<file path="config.mk">
export PLATFORM = sky130hd
export DESIGN_NAME = remap_global_command_low
export DESIGN_NICKNAME = d
export VERILOG_FILES = /design/src/remap_cmd_pkg.sv /design/src/remap_global_command_low.sv
export SDC_FILE = /design/constraint.sdc
export NUM_CORES = 1
export LEC_CHECK = 0
export ABC_AREA = 1
export ABC_CLOCK_PERIOD_IN_PS = 1700
export BUFFER_PORTS_ARGS = -buffer_cell sky130_fd_sc_hd__buf_2
export CORE_ASPECT_RATIO = 1.75
export CORE_MARGIN = 1
export CORE_UTILIZATION = 32
export CTS_BUF_LIST = sky130_fd_sc_hd__clkbuf_16
export DETAILED_ROUTE_END_ITERATION = 6
export PLACE_DENSITY_LB_ADDON = 0.3
export SYNTH_ARGS = -nofsm -noshare
export SYNTH_HDL_FRONTEND = slang
export SYNTH_SLANG_ARGS = --single-unit
</file>
<file path="constraint.sdc">
create_clock -name clk -period 1.7 [get_ports clk]
set_clock_uncertainty 0.1 [all_clocks]
set_input_delay 0.425 -clock clk [delete_from_list [all_inputs] [get_ports clk]]
set_output_delay 0.425 -clock clk [all_outputs]
set_load 0.005 [all_outputs]
</file>
<file path="src/remap_cmd_pkg.sv">
// package: register map, field positions and reset values of the command block
package remap_cmd_pkg;
  localparam int          ADDR_W           = 8;
  localparam logic [7:0]  CMD_OFFSET       = 8'h18;
  localparam logic [7:0]  STS_OFFSET       = 8'h1C;
  localparam logic [7:0]  CTRL_OFFSET      = 8'h20;
  localparam logic [7:0]  TABLE_OFFSET     = 8'h24;
  localparam int          QINVAL_CMD_BIT   = 26;
  localparam int          REMAP_CMD_BIT    = 25;
  localparam int          LOAD_PTR_CMD_BIT = 24;
  localparam int          COMPAT_CMD_BIT   = 23;
  localparam int          STS_QINVAL_BIT   = 26;
  localparam int          STS_REMAP_BIT    = 25;
  localparam int          STS_PTR_BIT      = 24;
  localparam int          STS_COMPAT_BIT   = 23;
  localparam int          CTRL_QI_SUP_BIT  = 0;
  localparam int          CTRL_IR_SUP_BIT  = 1;
  localparam int          CTRL_ETP_BIT     = 2;
  localparam int          CTRL_WBF_BIT     = 3;
  localparam int          CTRL_EIM_BIT     = 4;
  localparam logic [31:0] ZERO_WORD        = 32'h0000_0000;
  localparam logic [31:0] CTRL_RESET       = 32'h0000_0007;
  localparam logic [31:0] TABLE_RESET      = 32'h0000_0000;

  typedef enum logic [2:0] {
    ST_IDLE  = 3'b000,
    ST_LOAD  = 3'b001,
    ST_DRAIN = 3'b010,
    ST_APPLY = 3'b011,
    ST_INVAL = 3'b100
  } ir_state_t;

  typedef struct packed {
    logic [ADDR_W-1:0] addr;
    logic [31:0]       wdata;
    logic              wr;
    logic              rd;
  } reg_req_t;

  typedef struct packed {
    logic qinval_enabled_status;
    logic irq_remap_enabled_status;
    logic remap_table_ptr_status;
    logic compat_irq_pass_status;
  } status_t;
endpackage : remap_cmd_pkg

</file>
<file path="src/remap_global_command_low.sv">
// register bank for the lower global command bits and their status
//
// Summary of operation
// - queued-invalidation bit enables or disables processing
// - queued-invalidation bit only honoured when supported
// - queued-invalidation status reflects resulting state
// - command bits read back undefined, here zero
// - remap bit enables or disables remapping, when supported
// - remap status reports each enable/disable outcome
// - remapping switches only between interrupt transactions
// - disable with enhanced pointer invalidates remap caches
// - drain queued interrupts before completing enable
// - table-pointer command loads pointer from address register
// - table-pointer status signals load completion
// - writing zero to table-pointer command does nothing
// - compat bit zero blocks, one passes compat interrupts
// - compat bit needs remapping on, extended mode off
// - compat status reflects each compat bit update
// - flush write buffers before cache invalidation when CTRL_WBF_BIT is set
// - remap status reads one when enabled, resets zero
// - queued-invalidation status zero while not enabled
`timescale 1ns/100ps
module remap_global_command_low (
  // clock and reset
  input  wire logic                  clk,
  input  wire logic                  rst_n,
  // register port
  input  wire remap_cmd_pkg::reg_req_t req,
  output logic [31:0]                rdata,
  // interrupt path handshake
  input  wire logic                  irq_in_flight,
  input  wire logic                  irq_queue_empty,
  input  wire logic                  compat_irq,
  // cache and write buffer handshake
  output logic                       wbuf_flush_req,
  input  wire logic                  wbuf_flush_done,
  output logic                       irq_cache_inval_req,
  input  wire logic                  irq_cache_inval_done,
  // state seen by the datapath
  output logic                       qinval_active,
  output logic                       irq_remap_active,
  output logic [31:0]                remap_table_ptr,
  output logic                       compat_irq_block,
  output remap_cmd_pkg::status_t     status
);

  // register decode
  wire wr_cmd   = req.wr && (req.addr == remap_cmd_pkg::CMD_OFFSET);
  wire wr_ctrl  = req.wr && (req.addr == remap_cmd_pkg::CTRL_OFFSET);
  wire wr_table = req.wr && (req.addr == remap_cmd_pkg::TABLE_OFFSET);

  logic [31:0] ctrl_reg;
  logic [31:0] table_addr_reg;
  logic        qi_reg;
  logic        remap_on_reg;
  logic        ptr_done_reg;
  logic        compat_pass_reg;
  logic        remap_want_reg;
  logic        load_pend_reg;
  logic        remap_pend_reg;
  logic [31:0] ptr_reg;
  logic [31:0] rdata_reg;
  remap_cmd_pkg::ir_state_t state_reg;
  remap_cmd_pkg::ir_state_t state_next;

  wire qi_sup  = ctrl_reg[remap_cmd_pkg::CTRL_QI_SUP_BIT];
  wire ir_sup  = ctrl_reg[remap_cmd_pkg::CTRL_IR_SUP_BIT];
  wire etp_cap = ctrl_reg[remap_cmd_pkg::CTRL_ETP_BIT];
  wire wbf_req = ctrl_reg[remap_cmd_pkg::CTRL_WBF_BIT];
  wire eim_on  = ctrl_reg[remap_cmd_pkg::CTRL_EIM_BIT];

  // command bits as written in this cycle
  wire cmd_qinval   = req.wdata[remap_cmd_pkg::QINVAL_CMD_BIT];
  wire cmd_remap    = req.wdata[remap_cmd_pkg::REMAP_CMD_BIT];
  wire cmd_load_ptr = req.wdata[remap_cmd_pkg::LOAD_PTR_CMD_BIT];
  wire cmd_compat   = req.wdata[remap_cmd_pkg::COMPAT_CMD_BIT];

  // control and table address registers
  always_ff @(posedge clk) begin
    if (!rst_n) begin
      ctrl_reg       <= remap_cmd_pkg::CTRL_RESET;
      table_addr_reg <= remap_cmd_pkg::TABLE_RESET;
    end else begin
      if (wr_ctrl) ctrl_reg <= req.wdata;
      if (wr_table) table_addr_reg <= req.wdata;
    end
  end

  // queued invalidation, applied at once
  always_ff @(posedge clk) begin
    if (!rst_n) begin
      qi_reg <= 1'b0;
    end else if (wr_cmd && qi_sup) begin
      qi_reg <= cmd_qinval;
    end
  end

  // compat bit, status follows the write
  always_ff @(posedge clk) begin
    if (!rst_n) begin
      compat_pass_reg <= 1'b0;
    end else if (wr_cmd && ir_sup) begin
      compat_pass_reg <= cmd_compat;
    end
  end

  // latch pending remap requests; a later write overrides an earlier one
  always_ff @(posedge clk) begin
    if (!rst_n) begin
      remap_want_reg <= 1'b0;
      load_pend_reg  <= 1'b0;
      remap_pend_reg <= 1'b0;
    end else begin
      if (wr_cmd && ir_sup && cmd_load_ptr) begin
        load_pend_reg <= 1'b1;
      end else if (state_reg == remap_cmd_pkg::ST_LOAD) begin
        load_pend_reg <= 1'b0;
      end
      if (wr_cmd && ir_sup && (cmd_remap != remap_want_reg)) begin
        remap_want_reg <= cmd_remap;
        remap_pend_reg <= 1'b1;
      end else if (state_reg == remap_cmd_pkg::ST_APPLY) begin
        remap_pend_reg <= 1'b0;
      end
    end
  end

  // sequencer: pointer load, drain, boundary switch, invalidation
  wire at_boundary = !irq_in_flight;
  always_comb begin
    state_next = state_reg;
    case (state_reg)
      remap_cmd_pkg::ST_IDLE: begin
        if (load_pend_reg) state_next = remap_cmd_pkg::ST_LOAD;
        else if (remap_pend_reg && remap_want_reg)
          state_next = remap_cmd_pkg::ST_DRAIN;
        else if (remap_pend_reg) state_next = remap_cmd_pkg::ST_APPLY;
      end
      remap_cmd_pkg::ST_LOAD: state_next = remap_cmd_pkg::ST_IDLE;
      remap_cmd_pkg::ST_DRAIN: begin
        if (irq_queue_empty) state_next = remap_cmd_pkg::ST_APPLY;
      end
      remap_cmd_pkg::ST_APPLY: begin
        if (at_boundary) begin
          if (!remap_want_reg && etp_cap)
            state_next = remap_cmd_pkg::ST_INVAL;
          else
            state_next = remap_cmd_pkg::ST_IDLE;
        end
      end
      remap_cmd_pkg::ST_INVAL: begin
        if (irq_cache_inval_done && !wbuf_flush_req)
          state_next = remap_cmd_pkg::ST_IDLE;
      end
      default: state_next = remap_cmd_pkg::ST_IDLE;
    endcase
  end

  // apply the switch; state holds in APPLY until a boundary
  wire apply_now = (state_reg == remap_cmd_pkg::ST_APPLY) && at_boundary;

  always_ff @(posedge clk) begin
    if (!rst_n) begin
      state_reg <= remap_cmd_pkg::ST_IDLE;
      remap_on_reg <= 1'b0;
      ptr_done_reg <= 1'b0;
      ptr_reg      <= remap_cmd_pkg::TABLE_RESET;
    end else begin
      state_reg <= state_next;
      if (apply_now) remap_on_reg <= remap_want_reg;
      if (wr_cmd && ir_sup && cmd_load_ptr) begin
        ptr_done_reg <= 1'b0;
      end else if (state_reg == remap_cmd_pkg::ST_LOAD) begin
        ptr_reg      <= table_addr_reg;
        ptr_done_reg <= 1'b1;
      end
    end
  end

  // write buffer flush precedes the cache invalidation
  logic flushed_reg;
  always_ff @(posedge clk) begin
    if (!rst_n) begin
      flushed_reg <= 1'b0;
    end else if (state_reg != remap_cmd_pkg::ST_INVAL) begin
      flushed_reg <= 1'b0;
    end else if (wbuf_flush_done) begin
      flushed_reg <= 1'b1;
    end
  end
  wire in_inval = (state_reg == remap_cmd_pkg::ST_INVAL);
  assign wbuf_flush_req = in_inval && wbf_req && !flushed_reg;
  assign irq_cache_inval_req = in_inval && !wbuf_flush_req;

  // datapath view
  assign qinval_active    = qi_reg;
  assign irq_remap_active = remap_on_reg;
  assign remap_table_ptr  = ptr_reg;
  // compat gate only meaningful with remapping on and extended mode off
  assign compat_irq_block = compat_irq && remap_on_reg && !eim_on
                            && !compat_pass_reg;

  assign status.qinval_enabled_status    = qi_reg;
  assign status.irq_remap_enabled_status = remap_on_reg;
  assign status.remap_table_ptr_status   = ptr_done_reg;
  assign status.compat_irq_pass_status   = compat_pass_reg;

  // read mux; command word reads zero, unmapped reads zero
  logic [31:0] sts_word;
  always_comb begin
    sts_word = remap_cmd_pkg::ZERO_WORD;
    sts_word[remap_cmd_pkg::STS_QINVAL_BIT] = qi_reg;
    sts_word[remap_cmd_pkg::STS_REMAP_BIT]  = remap_on_reg;
    sts_word[remap_cmd_pkg::STS_PTR_BIT]    = ptr_done_reg;
    sts_word[remap_cmd_pkg::STS_COMPAT_BIT] = compat_pass_reg;
  end
  wire [31:0] rd_mux =
    (req.addr == remap_cmd_pkg::STS_OFFSET)   ? sts_word :
    (req.addr == remap_cmd_pkg::CTRL_OFFSET)  ? ctrl_reg :
    (req.addr == remap_cmd_pkg::TABLE_OFFSET) ? table_addr_reg :
    remap_cmd_pkg::ZERO_WORD;

  always_ff @(posedge clk) begin
    if (!rst_n) rdata_reg <= remap_cmd_pkg::ZERO_WORD;
    else if (req.rd) rdata_reg <= rd_mux;
    else rdata_reg <= remap_cmd_pkg::ZERO_WORD;
  end
  assign rdata = rdata_reg;

  // assertions
  property p_qi_follow;
    @(posedge clk) disable iff (!rst_n)
      (wr_cmd && qi_sup) |=> (qi_reg == $past(cmd_qinval));
  endproperty
  a_qi_follow: assert property (p_qi_follow)
    else $error("queued invalidation did not follow write");

  property p_qi_unsup;
    @(posedge clk) disable iff (!rst_n)
      (!qi_sup && !qi_reg) |=> !qi_reg;
  endproperty
  a_qi_unsup: assert property (p_qi_unsup)
    else $error("queued invalidation set while unsupported");

  property p_cmd_read_zero;
    @(posedge clk) disable iff (!rst_n)
      (req.rd && req.addr == remap_cmd_pkg::CMD_OFFSET) |=> rdata == 32'h0;
  endproperty
  a_cmd_read_zero: assert property (p_cmd_read_zero)
    else $error("command register read nonzero");

  property p_boundary;
    @(posedge clk) disable iff (!rst_n)
      irq_in_flight |=> $stable(remap_on_reg);
  endproperty
  a_boundary: assert property (p_boundary)
    else $error("remap state changed mid transaction");

  property p_drain;
    @(posedge clk) disable iff (!rst_n)
      $rose(remap_on_reg) |-> $past(state_reg) == remap_cmd_pkg::ST_APPLY;
  endproperty
  a_drain: assert property (p_drain)
    else $error("remap enabled without drain sequence");

  property p_load;
    @(posedge clk) disable iff (!rst_n)
      (state_reg == remap_cmd_pkg::ST_LOAD)
        && !(wr_cmd && ir_sup && cmd_load_ptr)
        |=> ptr_done_reg && ptr_reg == $past(table_addr_reg);
  endproperty
  a_load: assert property (p_load)
    else $error("pointer load did not complete");

  property p_flush_first;
    @(posedge clk) disable iff (!rst_n)
      (irq_cache_inval_req && wbf_req) |-> flushed_reg;
  endproperty
  a_flush_first: assert property (p_flush_first)
    else $error("invalidation before write buffer flush");

  property p_compat;
    @(posedge clk) disable iff (!rst_n)
      (compat_irq && compat_pass_reg) |-> !compat_irq_block;
  endproperty
  a_compat: assert property (p_compat)
    else $error("compat interrupt blocked while pass set");

  property p_remap_apply;
    @(posedge clk) disable iff (!rst_n)
      apply_now |=> (remap_on_reg == $past(remap_want_reg));
  endproperty
  a_remap_apply: assert property (p_remap_apply)
    else $error("remap status did not take requested state");

  property p_ptr_clear;
    @(posedge clk) disable iff (!rst_n)
      (wr_cmd && ir_sup && cmd_load_ptr) |=> !ptr_done_reg;
  endproperty
  a_ptr_clear: assert property (p_ptr_clear)
    else $error("pointer status not cleared by new load");

  property p_ptr_noop;
    @(posedge clk) disable iff (!rst_n)
      (wr_cmd && !cmd_load_ptr && state_reg != remap_cmd_pkg::ST_LOAD)
        |=> $stable(ptr_reg) && $stable(ptr_done_reg);
  endproperty
  a_ptr_noop: assert property (p_ptr_noop)
    else $error("zero load bit disturbed the pointer");

  property p_compat_follow;
    @(posedge clk) disable iff (!rst_n)
      (wr_cmd && ir_sup) |=> (compat_pass_reg == $past(cmd_compat));
  endproperty
  a_compat_follow: assert property (p_compat_follow)
    else $error("compat status did not follow write");

  property p_inval_cache;
    @(posedge clk) disable iff (!rst_n)
      $fell(remap_on_reg) && $past(etp_cap) |-> in_inval;
  endproperty
  a_inval_cache: assert property (p_inval_cache)
    else $error("disable skipped the cache invalidation");

  property p_inval_hold;
    @(posedge clk) disable iff (!rst_n)
      (in_inval && !irq_cache_inval_done) |=> in_inval;
  endproperty
  a_inval_hold: assert property (p_inval_hold)
    else $error("invalidation left before acknowledge");

  property p_drain_hold;
    @(posedge clk) disable iff (!rst_n)
      (state_reg == remap_cmd_pkg::ST_DRAIN) && !irq_queue_empty
        |=> (state_reg == remap_cmd_pkg::ST_DRAIN) && $stable(remap_on_reg);
  endproperty
  a_drain_hold: assert property (p_drain_hold)
    else $error("enable completed with queue not drained");

  property p_sts_read;
    @(posedge clk) disable iff (!rst_n)
      (req.rd && req.addr == remap_cmd_pkg::STS_OFFSET)
        |=> rdata[remap_cmd_pkg::STS_REMAP_BIT] == $past(remap_on_reg);
  endproperty
  a_sts_read: assert property (p_sts_read)
    else $error("status read disagrees with remap state");
endmodule : remap_global_command_low

</file>
==> results.py <==
metrics = {
    "logic_synthesis": {
        "yosys.area.top_type_share_pct": 47.5,
        "yosys.area.top_type": "dfxtp_1",
        "synth_edf_count": 0,
        "netlist_top_cells_area": "dfxtp_1 48%, nand2_1 14%, nor2_1 9.3%",
        "synthCells": 853,
        "netlist_top_cells_count": "217 x nand2_1, 145 x nor2_1, 139 x dfxtp_1",
        "synthArstFlopShare_pct": 0,
        "syn_area_um2": 5860,
        "avgSynthCellArea_um2": 6.87,
        "ys_ff_latch": 139,
        "syn-num-nets": 902,
        "yosysMostFrequentCell": "nand2_1",
        "synth_warnings": 0,
        "synth_ff_type": "dfxtp_1",
        "ys_seq_area_share_pct": 47.5,
        "synthDistinctLibCells": 25,
    },
    "floorplan": {
        "die_y_um": 181,
        "die_w_um": 104,
        "initial_core_util_pct": 32.6,
        "io_pins": 122,
        "die_area_um2": 18900,
        "placementRows": 65,
        "coreArea_um2": 18000,
    },
    "clock_network": {
        "cts_buffer_depth": 2,
        "clockRootBuffer": "clkbuf_16",
        "clock-sinks": 139,
        "clock_latency_ns": 0.43,
        "clk_pin_slew_ns": 0.07,
        "cts_tree": "done",
        "htreeDepth": 4,
        "cts_hold_buf": 0,
        "numCtsBuffers": 17,
    },
    "detailed_routing": {
        "drt_iter0_markers": 250,
        "wl_per_cell_um": 13.3,
        "routed_via_density": 4.41,
        "dr.pass1.iters": 7,
        "num_vias": 5388,
        "drcViolationCount": 0,
        "ant_nets": 0,
        "routed_wirelength_um": 16200,
    },
    "global_route": {
        "grt_usage_pct": 17.8,
        "overflow": 0,
        "first_global_vias": 5206,
        "grt_max_degree": 106,
        "grt_pass1_wl_um": 26100,
        "grt_antenna_before_repair": 0,
    },
    "worst_setup_path": {
        "path_max_fanout": 4,
        "crit_required_ns": 1.17,
        "cp_slowest_cell": "dfxtp_2",
        "crit_chain": "nor2_4 > nand2_4 > nor3_2 > buf_2",
        "path_buf_inv": 1,
        "critPathMaxStageDelay_ns": 0.35,
        "cp.arrival_ns": 1.25,
        "r2r_setup_slack_ns": 0.15,
        "cp-start-kind": "register",
        "crit_family": "flip-flops",
        "crit_type": "register to primary output",
        "endpoint_kind": "primary output",
    },
    "timing": {
        "hold_violations": 0,
        "setup_violations": 2,
        "rsz0062_at_grt": "yes",
        "tightestPinTransition_ns": 0.587,
        "fin_crit_sh_pct": 104,
        "post-route-min-period_ns": 1.77,
        "finalWorstSetupSlack_ns": -0.0737,
        "fmax_ghz": 0.564,
        "slew_violations": 0,
        "relSlewSlack_pct": 60.4,
    },
    "layout": {
        "drive_above_1_share_pct": 21.4,
        "nFillCells": 1883,
        "final_nets": 1025,
        "regArea_um2": 2790,
        "n_antenna_cell": 0,
        "area_delta_synth_final_pct": 29.8,
        "multiInputGateArea_um2": 2360,
    },
    "job": {
        "cap_violations": 0,
    },
    "run_status": {
        "violations": "setup timing",
        "status": "finished with violations",
    },
    "placed_design": {
        "pre_cts_ws_ns": -0.173,
        "routabilityCongestion": 0.765,
        "dpl.hpwl_um": 10900,
        "port_buffers": 121,
    },
    "power": {
        "ir_worst_vdd_v": 0.000525,
        "power.leakage_nw": 3.80,
        "p_per_area_nw_per_um2": 1270,
        "finalPower_mw": 9.63,
    },
    "hold_path": {
        "hold_path_class": "input port to register",
    },
}
## stage by stage
| step | area [um^2] | TNS (ns) | std cells | hold WS [ns] | util, % |
|---|---|---|---|---|---|
| final | 7600 | -0.122 | 1223 | 0.133 | 42.3 |
| after global routing | 7600 | -0.265 | 1223 | 0.156 | 42.3 |
| after CTS | 7590 | -0.139 | 1222 | 0.122 | 42.2 |
| after floorplan | 5860 | 0 | 853 | 0.336 | - |
| after detailed placement | 6900 | -9.94 | 1188 | 0.346 | 38.4 |
| after global placement | 6900 | -9.51 | 1188 | 0.346 | 38.4 |
## placed cells by master (no fill, tap or decap), types with 3 or more instances in the layout
cell type / netlist / layout
a21oi_1: 56 / 56
a21oi_2: 10 / 10
buf_12: 0 / 14
buf_2: 24 / 120
buf_4: 6 / 19
bufinv_16: 0 / 5
clkbuf_16: 0 / 17
clkinv_4: 0 / 3
dfxtp_1: 139 / 136
inv_1: 128 / 129
nand2_1: 217 / 216
nand3_1: 49 / 49
nand4_1: 3 / 3
nor2_1: 145 / 144
nor2_4: 3 / 5
nor3_1: 6 / 4
o21ai_0: 37 / 37
## report_power, final
| part | internal (mW) | leakage [nW] | switching [mW] |
|---|---|---|---|
| sequential | 3.59 | 1.13 | 0.270 |
| combinational | 0.791 | 2.35 | 0.894 |
| clock | 2.61 | 0.315 | 1.48 |
## worst reg2reg max path: stages (launching register included)
cell and delay (ns):
dfxtp_1 0.45, inv_1 0.14, nand3_1 0.20, nor2_1 0.06
nor2_1 0.18, nand2_1 0.07, nor2_1 0.14, nor2_1 0.05
nor2_1 0.09
## cell families after synthesis
logic type / after synthesis / synth area share (%)
and+or+nand+nor: 429 / 29.8
buffers and inverters: 179 / 12.9
DFF: 139 / 47.5
AOI/OAI and AO/OA: 105 / 9.68
xor gates and xnor gates: 1 / 0.150
## timing repair
item | CTS | global route
buffers inserted | 2 | 1
pin swaps | 2 | 1
gates cloned | 0 | 0
endpoints found under the setup margin | 3 | 4
resized for setup | 9 | 2
## path summary, 6_finish.rpt
kind | from | to | cells after the start
worst max register to register | state_reg[2] | state_reg[0] | 8
worst min register to register | ctrl_reg[6] | rdata[6] | 2
worst min-delay path | req[19] | ctrl_reg[17] | 3
worst max-delay path | state_reg[0] | wbuf_flush_req | 4
## layout make-up
class / count / share of cell area, %
sequential: 139 / 36.7
clock inverter: 15 / 2.93
timing repair buffer: 153 / 13.5
clock buffer: 17 / 5.60
tap: 234 / 3.85
multi-input combinational: 535 / 31.0
inverter: 130 / 6.42
## layer usage
metal	vias to the layer above	routed length (um)	global-route usage, %	share of wire, %
li1	2831	-	-	-
met1	2404	6730	19.4	42
met2	118	8270	31.9	51
met3	35	572	2.67	3.5
met4	0	639	10.7	3.9
met5	-	0	0	0
(Power assumes the default switching activity.)
